**src/dpmbs_pkg.sv**
```systemverilog
// Shared constants and types for the dual-port memory host controller.
// Assumes a single 20 MHz clock domain; all counts are in ref_clk cycles.
`default_nettype none

package dpmbs_pkg;

    // ------------------------------------------------------------
    // Timing
    // ------------------------------------------------------------
    localparam int CLK_PERIOD_NS  = 50;
    localparam int BUSY_SETTLE_NS = 50;   // Select/address to busy valid
    localparam int STROBE_NS      = 100;  // Write pulse or read drive width
    localparam int RECOVER_NS     = 50;   // Selects high between accesses
    localparam int SYNC_STAGES    = 2;
    localparam int CNT_W          = 8;
    localparam logic [CNT_W-1:0] BUSY_SETTLE_CYC =
        CNT_W'((BUSY_SETTLE_NS + CLK_PERIOD_NS - 1) / CLK_PERIOD_NS);
    localparam logic [CNT_W-1:0] STROBE_CYC =
        CNT_W'((STROBE_NS + CLK_PERIOD_NS - 1) / CLK_PERIOD_NS);
    localparam logic [CNT_W-1:0] RECOVER_CYC =
        CNT_W'((RECOVER_NS + CLK_PERIOD_NS - 1) / CLK_PERIOD_NS);
    localparam logic [CNT_W-1:0] SYNC_CYC  = CNT_W'(SYNC_STAGES);
    localparam logic [CNT_W-1:0] SETUP_CYC = BUSY_SETTLE_CYC + SYNC_CYC;
    localparam logic [CNT_W-1:0] BUSY_WAIT_MAX = 8'hC8;

    // ------------------------------------------------------------
    // Address map
    // ------------------------------------------------------------
    localparam int ADDR_W = 13;
    localparam int DATA_W = 16;
    localparam logic [ADDR_W-1:0] MBOX_LEFT_ADDR  = 13'h1FFE;
    localparam logic [ADDR_W-1:0] MBOX_RIGHT_ADDR = 13'h1FFF;
    localparam int TOKEN_SEL_W = 3;

    // ------------------------------------------------------------
    // Reset values
    // ------------------------------------------------------------
    localparam logic [DATA_W-1:0] DATA_RESET = 16'h0000;
    localparam logic [ADDR_W-1:0] ADDR_RESET = 13'h0000;

    // ------------------------------------------------------------
    // Commands and states
    // ------------------------------------------------------------
    typedef enum logic [2:0] {
        OP_READ      = 3'h0,
        OP_WRITE     = 3'h1,
        OP_TOK_TAKE  = 3'h2,
        OP_TOK_FREE  = 3'h3,
        OP_TOK_READ  = 3'h4,
        OP_MBOX_SEND = 3'h5,
        OP_MBOX_ACK  = 3'h6
    } dpmbs_op_t;

    typedef enum logic [1:0] {
        ST_IDLE    = 2'h0,
        ST_SETUP   = 2'h1,
        ST_STROBE  = 2'h2,
        ST_RECOVER = 2'h3
    } dpmbs_state_t;

endpackage

`default_nettype wire

```
**src/dpmbs_host.sv**
```systemverilog
// Host controller for one port of a dual-port memory with mailbox,
// busy arbitration and token semaphores. Drives the port's pins.
// Assumes pins arrive asynchronously; user side is on ref_clk.
//
// Contract
// - In slave mode host holds busy high, or low to block writes.
// - Hold address and select until busy settles before write strobe.
// - Width expansion uses one master, slaves share its busy.
// - Depth expansion ANDs the parts' busy indications.
// - Claim token by writing zero, then read back to confirm.
`default_nettype none

module dpmbs_host
    import dpmbs_pkg::*;
(
    input  wire logic              ref_clk,
    input  wire logic              rst_n,
    input  wire logic              ce,
    input  wire logic              port_is_left,
    input  wire logic              master_mode,
    input  wire logic              write_lock,
    input  wire logic              cmd_valid,
    output logic                   cmd_ready,
    input  wire dpmbs_op_t         cmd_op,
    input  wire logic [ADDR_W-1:0] cmd_addr,
    input  wire logic [DATA_W-1:0] cmd_wdata,
    input  wire logic [1:0]        cmd_be,
    output logic                   rsp_valid,
    output logic                   rsp_ok,
    output logic      [DATA_W-1:0] rsp_rdata,
    output logic                   mail_pending,
    output logic                   port_select_n,
    output logic                   token_space_select_n,
    output logic                   write_strobe_n,
    output logic                   output_drive_n,
    output logic                   upper_byte_n,
    output logic                   lower_byte_n,
    output logic      [ADDR_W-1:0] mem_addr,
    input  wire logic [DATA_W-1:0] data_in,
    output logic      [DATA_W-1:0] data_out,
    output logic                   data_oe,
    input  wire logic [1:0]        busy_in_n,
    output logic      [1:0]        busy_out_n,
    output logic      [1:0]        busy_oe,
    input  wire logic              mailbox_irq_n
);

    // ------------------------------------------------------------
    // Helpers
    // ------------------------------------------------------------
    function automatic logic op_writes(input dpmbs_op_t op, input logic ph);
        return (op == OP_WRITE) || (op == OP_TOK_FREE) || (op == OP_MBOX_SEND) ||
               ((op == OP_TOK_TAKE) && !ph);
    endfunction

    function automatic logic op_is_token(input dpmbs_op_t op);
        return (op == OP_TOK_TAKE) || (op == OP_TOK_FREE) || (op == OP_TOK_READ);
    endfunction

    // ------------------------------------------------------------
    // Pin synchronisers
    // ------------------------------------------------------------
    logic [DATA_W-1:0] data_s;
    logic [1:0]        busy_s_n;
    logic              irq_s_n;
    logic              busy_now;

    dpmbs_sync #(.W(DATA_W), .RESET_VAL(DATA_RESET)) u_data_sync (
        .ref_clk  (ref_clk),
        .rst_n    (rst_n),
        .ce       (ce),
        .pin_in   (data_in),
        .sync_out (data_s)
    );

    dpmbs_sync #(.W(3), .RESET_VAL(3'h7)) u_ctl_sync (
        .ref_clk  (ref_clk),
        .rst_n    (rst_n),
        .ce       (ce),
        .pin_in   ({mailbox_irq_n, busy_in_n}),
        .sync_out ({irq_s_n, busy_s_n})
    );

    // depth AND
    // Busy of either bank counts; only meaningful when the part is master
    assign busy_now     = master_mode && !(&busy_s_n);
    assign mail_pending = !irq_s_n;

    // ------------------------------------------------------------
    // Sequencer state
    // ------------------------------------------------------------
    dpmbs_state_t      state_q, state_d;
    dpmbs_op_t         op_q, op_d;
    logic              phase_q, phase_d;
    logic              blocked_q, blocked_d;
    logic [CNT_W-1:0]  cnt_q, cnt_d;
    logic [CNT_W-1:0]  wait_q, wait_d;
    logic [ADDR_W-1:0] addr_q, addr_d;
    logic [DATA_W-1:0] wdata_q, wdata_d;
    logic [DATA_W-1:0] rdata_q, rdata_d;
    logic [1:0]        be_n_q, be_n_d;
    logic              sel_n_q, sel_n_d;
    logic              tok_n_q, tok_n_d;
    logic              rw_n_q, rw_n_d;
    logic              oe_n_q, oe_n_d;
    logic              doe_q, doe_d;
    logic              rsp_q, rsp_d;
    logic              ok_q, ok_d;
    logic [1:0]        bout_n_q, bout_n_d;
    logic [1:0]        boe_q, boe_d;

    assign cmd_ready = (state_q == ST_IDLE);

    // Next-state and pin decode; pins registered to keep them glitch-free
    always_comb begin
        state_d   = state_q;
        op_d      = op_q;
        phase_d   = phase_q;
        blocked_d = blocked_q;
        cnt_d     = cnt_q;
        wait_d    = wait_q;
        addr_d    = addr_q;
        wdata_d   = wdata_q;
        rdata_d   = rdata_q;
        be_n_d    = be_n_q;
        sel_n_d   = sel_n_q;
        tok_n_d   = tok_n_q;
        rw_n_d    = rw_n_q;
        oe_n_d    = oe_n_q;
        doe_d     = doe_q;
        rsp_d     = 1'b0;
        ok_d      = ok_q;
        // slave busy drive
        // Slave pins are held high, or low to lock out this port's writes
        boe_d     = master_mode ? 2'h0 : 2'h3;
        bout_n_d  = write_lock ? 2'h0 : 2'h3;
        case (state_q)
            ST_IDLE: begin
                if (cmd_valid) begin
                    op_d      = cmd_op;
                    phase_d   = 1'b0;
                    blocked_d = 1'b0;
                    wait_d    = '0;
                    cnt_d     = SETUP_CYC - 8'h01;
                    be_n_d    = ~cmd_be;
                    wdata_d   = cmd_wdata;
                    addr_d    = cmd_addr;
                    if (cmd_op == OP_MBOX_SEND) begin
                        addr_d = port_is_left ? MBOX_RIGHT_ADDR : MBOX_LEFT_ADDR;
                    end
                    if (cmd_op == OP_MBOX_ACK) begin
                        addr_d = port_is_left ? MBOX_LEFT_ADDR : MBOX_RIGHT_ADDR;
                    end
                    if (op_is_token(cmd_op)) begin
                        addr_d = {{(ADDR_W-TOKEN_SEL_W){1'b0}}, cmd_addr[TOKEN_SEL_W-1:0]};
                        be_n_d = 2'h0;
                        wdata_d = {DATA_W{cmd_op == OP_TOK_FREE}};
                    end
                    sel_n_d = op_is_token(cmd_op);
                    tok_n_d = !op_is_token(cmd_op);
                    doe_d   = op_writes(cmd_op, 1'b0);
                    state_d = ST_SETUP;
                end
            end
            ST_SETUP: begin
                // settle before strobe
                // Address and select held while master busy settles and syncs
                if (cnt_q != '0) begin
                    cnt_d = cnt_q - 8'h01;
                end else if (busy_now && !op_is_token(op_q)) begin
                    // stall the access; abort once wait_q reaches BUSY_WAIT_MAX
                    wait_d = wait_q + 8'h01;
                    if (wait_q == BUSY_WAIT_MAX) begin
                        blocked_d = 1'b1;
                        sel_n_d   = 1'b1;
                        doe_d     = 1'b0;
                        cnt_d     = RECOVER_CYC - 8'h01;
                        state_d   = ST_RECOVER;
                    end
                end else if (op_writes(op_q, phase_q)) begin
                    rw_n_d  = 1'b0;
                    cnt_d   = STROBE_CYC - 8'h01;
                    state_d = ST_STROBE;
                end else begin
                    // Read drive covers the data synchroniser latency
                    oe_n_d  = 1'b0;
                    cnt_d   = STROBE_CYC + SYNC_CYC - 8'h01;
                    state_d = ST_STROBE;
                end
            end
            ST_STROBE: begin
                if (cnt_q != '0) begin
                    cnt_d = cnt_q - 8'h01;
                end else begin
                    if (!oe_n_q) begin
                        rdata_d = data_s;
                    end
                    // both selects high puts the port in standby
                    rw_n_d  = 1'b1;
                    oe_n_d  = 1'b1;
                    sel_n_d = 1'b1;
                    tok_n_d = 1'b1;
                    doe_d   = 1'b0;
                    cnt_d   = RECOVER_CYC - 8'h01;
                    state_d = ST_RECOVER;
                end
            end
            ST_RECOVER: begin
                if (cnt_q != '0) begin
                    cnt_d = cnt_q - 8'h01;
                end else if ((op_q == OP_TOK_TAKE) && !phase_q) begin
                    phase_d = 1'b1;
                    tok_n_d = 1'b0;
                    cnt_d   = SETUP_CYC - 8'h01;
                    state_d = ST_SETUP;
                end else begin
                    rsp_d   = 1'b1;
                    if (op_q == OP_TOK_TAKE) begin
                        ok_d = !rdata_q[0];
                    end else begin
                        ok_d = !blocked_q &&
                               !(op_writes(op_q, 1'b0) && !master_mode && write_lock);
                    end
                    state_d = ST_IDLE;
                end
            end
            default: begin
                state_d = ST_IDLE;
            end
        endcase
        if (!ce) begin
            state_d = state_q;
            rsp_d   = rsp_q;
        end
    end

    always_ff @(posedge ref_clk or negedge rst_n) begin
        if (!rst_n) begin
            state_q   <= ST_IDLE;
            op_q      <= OP_READ;
            phase_q   <= 1'b0;
            blocked_q <= 1'b0;
            cnt_q     <= '0;
            wait_q    <= '0;
            addr_q    <= ADDR_RESET;
            wdata_q   <= DATA_RESET;
            rdata_q   <= DATA_RESET;
            be_n_q    <= 2'h3;
            sel_n_q   <= 1'b1;
            tok_n_q   <= 1'b1;
            rw_n_q    <= 1'b1;
            oe_n_q    <= 1'b1;
            doe_q     <= 1'b0;
            rsp_q     <= 1'b0;
            ok_q      <= 1'b0;
            bout_n_q  <= 2'h3;
            boe_q     <= 2'h0;
        end else if (ce) begin
            state_q   <= state_d;
            op_q      <= op_d;
            phase_q   <= phase_d;
            blocked_q <= blocked_d;
            cnt_q     <= cnt_d;
            wait_q    <= wait_d;
            addr_q    <= addr_d;
            wdata_q   <= wdata_d;
            rdata_q   <= rdata_d;
            be_n_q    <= be_n_d;
            sel_n_q   <= sel_n_d;
            tok_n_q   <= tok_n_d;
            rw_n_q    <= rw_n_d;
            oe_n_q    <= oe_n_d;
            doe_q     <= doe_d;
            rsp_q     <= rsp_d;
            ok_q      <= ok_d;
            bout_n_q  <= bout_n_d;
            boe_q     <= boe_d;
        end
    end

    // Pin and response outputs straight from flops
    assign port_select_n        = sel_n_q;
    assign token_space_select_n = tok_n_q;
    assign write_strobe_n       = rw_n_q;
    assign output_drive_n       = oe_n_q;
    assign {upper_byte_n, lower_byte_n} = be_n_q;
    assign mem_addr             = addr_q;
    assign data_out             = wdata_q;
    assign data_oe              = doe_q;
    assign busy_out_n           = bout_n_q;
    assign busy_oe              = boe_q;
    assign rsp_valid            = rsp_q;
    assign rsp_ok               = ok_q;
    assign rsp_rdata            = rdata_q;
endmodule // dpmbs_host

`default_nettype wire

```
**src/dpmbs_sync.sv**
```systemverilog
// Two-stage synchroniser for pin inputs.
// Assumes the pins are asynchronous to ref_clk; ce freezes the stages.
`default_nettype none

module dpmbs_sync #(
    parameter int          W         = 1,
    parameter logic [W-1:0] RESET_VAL = '0
) (
    input  wire logic         ref_clk,
    input  wire logic         rst_n,
    input  wire logic         ce,
    input  wire logic [W-1:0] pin_in,
    output logic      [W-1:0] sync_out
);

    logic [W-1:0] meta_q;
    logic [W-1:0] meta_d;
    logic [W-1:0] sync_q;
    logic [W-1:0] sync_d;

    // ------------------------------------------------------------
    // Stages
    // ------------------------------------------------------------
    // First stage feeds only the second one
    always_comb begin
        meta_d = ce ? pin_in : meta_q;
        sync_d = ce ? meta_q : sync_q;
    end

    always_ff @(posedge ref_clk or negedge rst_n) begin
        if (!rst_n) begin
            meta_q <= RESET_VAL;
            sync_q <= RESET_VAL;
        end else begin
            meta_q <= meta_d;
            sync_q <= sync_d;
        end
    end

    assign sync_out = sync_q;

endmodule // dpmbs_sync

`default_nettype wire

```
**config.mk**
```make
export PLATFORM = sky130hd
export DESIGN_NAME = dpmbs_host
export DESIGN_NICKNAME = d
export VERILOG_FILES = /design/src/dpmbs_pkg.sv /design/src/dpmbs_host.sv /design/src/dpmbs_sync.sv
export SDC_FILE = /design/constraint.sdc
export NUM_CORES = 1
export LEC_CHECK = 0
export BUFFER_PORTS_ARGS = -buffer_cell sky130_fd_sc_hd__buf_2
export CORE_ASPECT_RATIO = 0.75
export CORE_MARGIN = 2
export CORE_UTILIZATION = 35
export DETAILED_ROUTE_END_ITERATION = 10
export PLACE_DENSITY = 0.56
export SETUP_SLACK_MARGIN = 0.02
export SYNTH_ARGS = -nofsm -noshare
export SYNTH_HDL_FRONTEND = slang
export SYNTH_SLANG_ARGS = --single-unit
```
**constraint.sdc**
```tcl
create_clock -name ref_clk -period 5.1 [get_ports ref_clk]
set_input_delay 0.255 -clock ref_clk [delete_from_list [all_inputs] [get_ports ref_clk]]
set_output_delay 0.255 -clock ref_clk [all_outputs]
set_load 0.02 [all_outputs]
```
Word level (Yosys, flattened, before mapping)
Cells that the tools add are included.
{"block": "word_totals", "wordCells": 166, "output_inout_bits": 60, "ramBits": 0, "romBits": 0, "in_bits": 60, "register_bits": 119, "latch_bits": 0, "memories": 0}
{"block": "op_classes", "magnitude_cmp": 0, "eq_ne": 28, "muxes": 63, "n_bitwise": 4, "reduce_logical": 46, "shift": 0, "mul": 0, "div_mod_pow": 0, "n_addsub": 2}
{"operator": "8-bit 2-to-1 mux", "count": 10}
{"operator": "13-bit 2-to-1 mux", "count": 3}
{"operator": "8-bit case mux with 4 select lines", "count": 1}
{"operator": "6-bit AND reduction", "count": 5}
{"operator": "1-bit 2-to-1 mux", "count": 29}
{"operator": "2-bit 2-to-1 mux", "count": 10}
{"operator": "2-bit != test, second input constant", "count": 10}
{"operator": "16-bit 2-to-1 mux", "count": 1}
{"operator": "8-bit case mux with 2 select lines", "count": 1}
{"operator": "3-bit equality test, second input constant", "count": 5}
{"operator": "3-bit by 2-bit equality test with 1-bit output, second input constant", "count": 4}
{"operator": "4-bit AND reduction", "count": 3}
{"operator": "1-bit logical OR", "count": 11}
{"operator": "5-bit AND reduction", "count": 2}
{"operator": "1-bit logical NOT", "count": 9}
{"operator": "1-bit case mux with 3 select lines", "count": 3}
{"operator": "8-bit by 1-bit adder with 8-bit output, second input constant", "count": 1}
{"operator": "8-bit equality test, second input constant", "count": 1}
{"operator": "1-bit case mux with 2 select lines", "count": 4}
{"operator": "2-bit case mux with 4 select lines", "count": 1}
{"operator": "8-bit nonzero test", "count": 1}
{"operator": "8-bit by 1-bit subtractor with 8-bit output, second input constant", "count": 1}
{"operator": "7-bit AND reduction", "count": 1}
{"operator": "3-bit by 1-bit equality test with 1-bit output, second input constant", "count": 2}
{"operator": "other kinds (12)", "count": 24}

Depth between registers and ports, before layout
{"block": "logic_depth", "ltp_word": 9, "ltp_mapped": 9, "ltp_nobuf": 7}

By module
Synthesis repeated with hierarchy kept, for this count alone.
{"block": "unflattened", "hier_cells": 509, "hier_area_um2": 5661.7}
{"module": "dpmbs_host", "n_inst": 1, "cells_per_inst": 428, "seq_area_each_um2": 1985.7, "area_per_inst_um2": 4057.6}
{"module": "dpmbs_sync (u_data_sync)", "n_inst": 1, "cells_per_inst": 68, "seq_area_each_um2": 800.8, "area_per_inst_um2": 1345.0}
{"module": "dpmbs_sync (u_ctl_sync)", "n_inst": 1, "cells_per_inst": 13, "seq_area_each_um2": 157.7, "area_per_inst_um2": 259.0}

Least setup slack after synthesis
No wires, ideal clock.
{"block": "synth_timing", "path_type": "register -> register", "start": "register cnt_q[0]", "end": "register rdata_q[10], in the netlist rsp_rdata[10]", "period_less_slack_ps": 2000, "path_buffers": 1, "arrival_time_ps": 1875, "path_stages_with_launch": 8, "setup_time_ps": 125, "path_slack_ps": 3100, "required_ps": 4975, "path_cell_list": "dfrtp_1 -> inv_1 -> ha_1 -> nor3b_4 -> nand2_4 -> nor3_4 -> buf_12 -> mux2_4"}
{"block": "synth_between", "elab_chain_cells": 3}
{"item": "start, declared", "line": "dpmbs_host.sv:96", "source": "logic [CNT_W-1:0] cnt_q, cnt_d;"}
{"item": "start signal, assigned", "line": "dpmbs_host.sv:263", "source": "cnt_q <= cnt_d;"}
{"item": "8-bit nonzero test", "line": "dpmbs_host.sv:192", "source": "if (cnt_q != '0) begin"}
{"item": "1-bit NOT (no line)"}
{"item": "4-bit AND reduction (no line)"}
{"item": "end signal, assigned", "line": "dpmbs_host.sv:267", "source": "rdata_q <= rdata_d;"}
{"item": "end, declared", "line": "dpmbs_host.sv:100", "source": "logic [DATA_W-1:0] rdata_q, rdata_d;"}
Every way passes these cells.
A chain may end at the register's enable or synchronous reset.

Worst setup path after layout
{"block": "layout_timing", "start": "register cnt_q[0]", "end": "register rdata_q[0], in the netlist rsp_rdata[0]"}
The elaborated chain is that of the path after synthesis.

==> flow_metrics.py <==
metrics = {
    "status": {
        "status": "finished, final reports clean",
    },
    "flow_run": {
        "timing.max_cap.violations": 0,
    },
    "synthesis": {
        "synthArstFlopShare": 1.00,
        "syn-num-nets": 575,
        "ys_types": 53,
        "synth-edff-count": 0,
        "ys_warn_count": 0,
        "synth_seq_cells": 117,
        "synthesis.area_mm2": 0.00555,
        "ys.flop_type": "dfrtp_1",
        "syn_inst": 506,
        "avgSynthCellArea_um2": 11.0,
        "yosysSeqAreaShare": 0.530,
    },
    "cts": {
        "clock_path_buffers": 2,
        "h-tree-depth": 4,
        "post_cts_buffers": 0,
        "cts_sinks": 117,
        "cts_root_buf": "clkbuf_16",
        "cts_buffers": 17,
        "clkLatencyLatePin_ns": 0.41,
        "cts_tree": "done",
        "postCtsHoldBufs": 2,
        "cts_resized": 0,
        "clk_pin_slew_ns": 0.06,
    },
    "power": {
        "power.switching_w": 0.00149,
        "pwr-share-comb": 0.347,
        "p_int_w": 0.00258,
        "ir_worst_vdd_v": 0.000253,
        "cellLeakagePower_nw": 3.23,
        "p_per_area_mw_per_mm2": 587,
        "p_sw_frac": 0.366,
        "p_seq_frac": 0.347,
        "power_frac_clock": 0.306,
    },
    "critical_path": {
        "crit_arrival_ns": 2.92,
        "crit_fanout": 16,
        "crit_type": "flip-flop to flip-flop",
        "crit_slowest_cell": "nor3_4",
        "cpPeakStageDelay_ns": 0.86,
        "cp-startpoint": "cnt_q[0]",
        "worstPathRequired_ns": 5.40,
        "cp_cell_sequence": "inv_1 > ha_1 > nor3b_4 > nand2_4 > nor3_4 > mux2_2",
        "rr_worst_depth": 6,
        "cp_top_family": "simple AND/OR/NAND/NOR gates",
        "crit_cells": 6,
        "worstPathBufferInverterCount": 1,
        "endpoint_kind": "flip-flop",
        "worst_r2r_startpoint": "cnt_q[0]",
        "worstSetupStartpointType": "flip-flop",
    },
    "global_routing": {
        "met2_usage": 0.251,
        "antenna_found_initial": 1,
        "overflow": 0,
        "grtUsageTotal": 0.169,
        "grt.busiest_layer": "met2",
        "grt_max_degree": 79,
        "use_met1": 0.232,
        "grt_pass1_vias": 4323,
        "gr-usage-met3": 0.0673,
        "grt_pass1_wl_mm": 22.5,
    },
    "detailed_routing": {
        "drtPass1Iterations": 5,
        "drtIter0Drc": 258,
        "wl_mm": 13.4,
        "vias": 4288,
        "drc": 0,
        "antenna_left": 0,
        "wl_per_cell_um": 16.0,
        "vias_per_cell": 5.13,
    },
    "floorplanning": {
        "die_area_mm2": 0.0169,
        "row_count": 39,
        "die_x_um": 149,
        "die_y_um": 113,
        "core-area_mm2": 0.0154,
        "io_pins": 120,
        "initial_core_util": 0.361,
    },
    "timing": {
        "period_share": 0.514,
        "rsz0062_at_grt": "no",
        "holdWs_ns": 0.000392,
        "drv_slew": 0,
        "worst_pin_slew_ns": 1.31,
        "setup_viol": 0,
        "maxSlewHeadroom": 0.125,
        "skew_ns": 0.00953,
        "min_period_ns": 2.62,
        "fmax_mhz": 381,
        "tns_ns": 0,
        "finalHoldViolCount": 0,
    },
    "placed_design": {
        "portBuffers": 119,
        "gp_routability_congestion": 0.804,
        "hpwl_mm": 9.17,
    },
    "layout": {
        "layout.area.seq_mm2": 0.00294,
        "diodes": 0,
        "drive_above_1_share": 0.382,
        "final_nets": 687,
        "fillers": 1417,
        "multi_input_area_mm2": 0.00240,
        "area_delta_synth_final_pct": 24.9,
    },
    "min_path": {
        "hp-class": "input port to async pin",
    },
}
per-stage QoR:
step,worst slack (ns),power [W],area [um2],util,cells
after floorplan,3.10,0.00239,5550,-,506
after CTS,2.42,0.00411,6930,0.451,836
after global placement,2.57,0.00281,6290,0.409,802
after global routing,2.29,0.00433,6930,0.451,836
after detailed placement,2.40,0.00284,6290,0.409,802
final,2.48,0.00407,6930,0.451,836
worst paths after layout:
path                                               end  slack (ns)
worst max-delay path                      rsp_rdata[0]        2.48
worst min-delay path             u_data_sync.meta_q[2]      0.0004
worst max register to register            rsp_rdata[0]        2.48
worst min register to register               be_n_q[0]        0.47
max in group asynchronous       u_ctl_sync.sync_out[2]        3.97
min in group ref_clk                     busy_out_n[0]        0.02
Yosys cell counts (3+ instances only):
cell type,n,area share
xnor2_1,6,0.0095
o41ai_1,26,0.041
or2_2,3,0.0034
o31ai_1,5,0.0068
clkbuf_1,25,0.017
nor3_1,10,0.0090
a211oi_1,3,0.0041
nand4_1,7,0.0079
ha_1,9,0.020
mux2_2,46,0.093
dfrtp_1,104,0.47
nor2_1,50,0.034
nand2_1,52,0.035
mux2i_1,7,0.013
o21ai_0,25,0.023
mux2_4,10,0.027
inv_1,19,0.013
a31oi_1,3,0.0034
a21oi_1,38,0.034
dfstp_2,13,0.062
nand3_1,5,0.0045
power groups by stage:
stage | logic [W] | clock network [W] | registers (W)
floorplan | 0.000767 | 0 | 0.00162
global placement | 0.00140 | 0 | 0.00141
detailed placement | 0.00142 | 0 | 0.00142
CTS | 0.00142 | 0.00128 | 0.00141
global route | 0.00156 | 0.00132 | 0.00145
finish | 0.00141 | 0.00125 | 0.00141
cells by family (layout without fill, tap and decap cells):
family / Yosys count / count (layout) / synth area share
AOI/OAI and AO/OA: 113 / 113 / 0.136
xor gates and xnor gates: 6 / 6 / 0.00947
adders and majority gates: 9 / 9 / 0.0203
buffers and inverters: 50 / 175 / 0.0383
DFF: 117 / 117 / 0.530
muxes: 63 / 63 / 0.133
and+or+nand+nor: 148 / 148 / 0.133
area by class of cell:
| type | count | share of cell area |
|---|---|---|
| well taps | 205 | 0.0370 |
| multi-input cells | 339 | 0.346 |
| clock buffers | 19 | 0.0653 |
| clock inverters | 13 | 0.0244 |
| flip-flops and latches | 117 | 0.425 |
| repair buffers | 124 | 0.0924 |
| inverters | 19 | 0.0103 |
cells in the final DEF (no fill, tap or decap), types with 7 or more instances in the layout:
cell type    n
buf_2      118
dfrtp_1    104
nand2_1     52
nor2_1      50
mux2_2      46
a21oi_1     38
o41ai_1     26
o21ai_0     25
inv_1       19
clkbuf_16   17
dfstp_2     13
nor3_1      10
mux2_4      10
ha_1         9
nand4_1      7
mux2i_1      7
layer usage:
metal | vias up | part of all wire
met5 | - | 0
met2 | 108 | 0.45
met4 | 0 | 0.0050
met3 | 7 | 0.064
li1 | 2043 | -
met1 | 2130 | 0.48
sequential cells by signal (all words and copies together), names as in the netlist, 2 cells and up:
signal	cells
rsp_rdata	16
op_q	3
data_out	16
state_q	2
u_ctl_sync.sync_out	3
u_data_sync.sync_out	16
u_data_sync.meta_q	16
mem_addr	13
wait_q	8
be_n_q	2
cnt_q	8
u_ctl_sync.meta_q	3
Power figures use the tool's default switching activity.
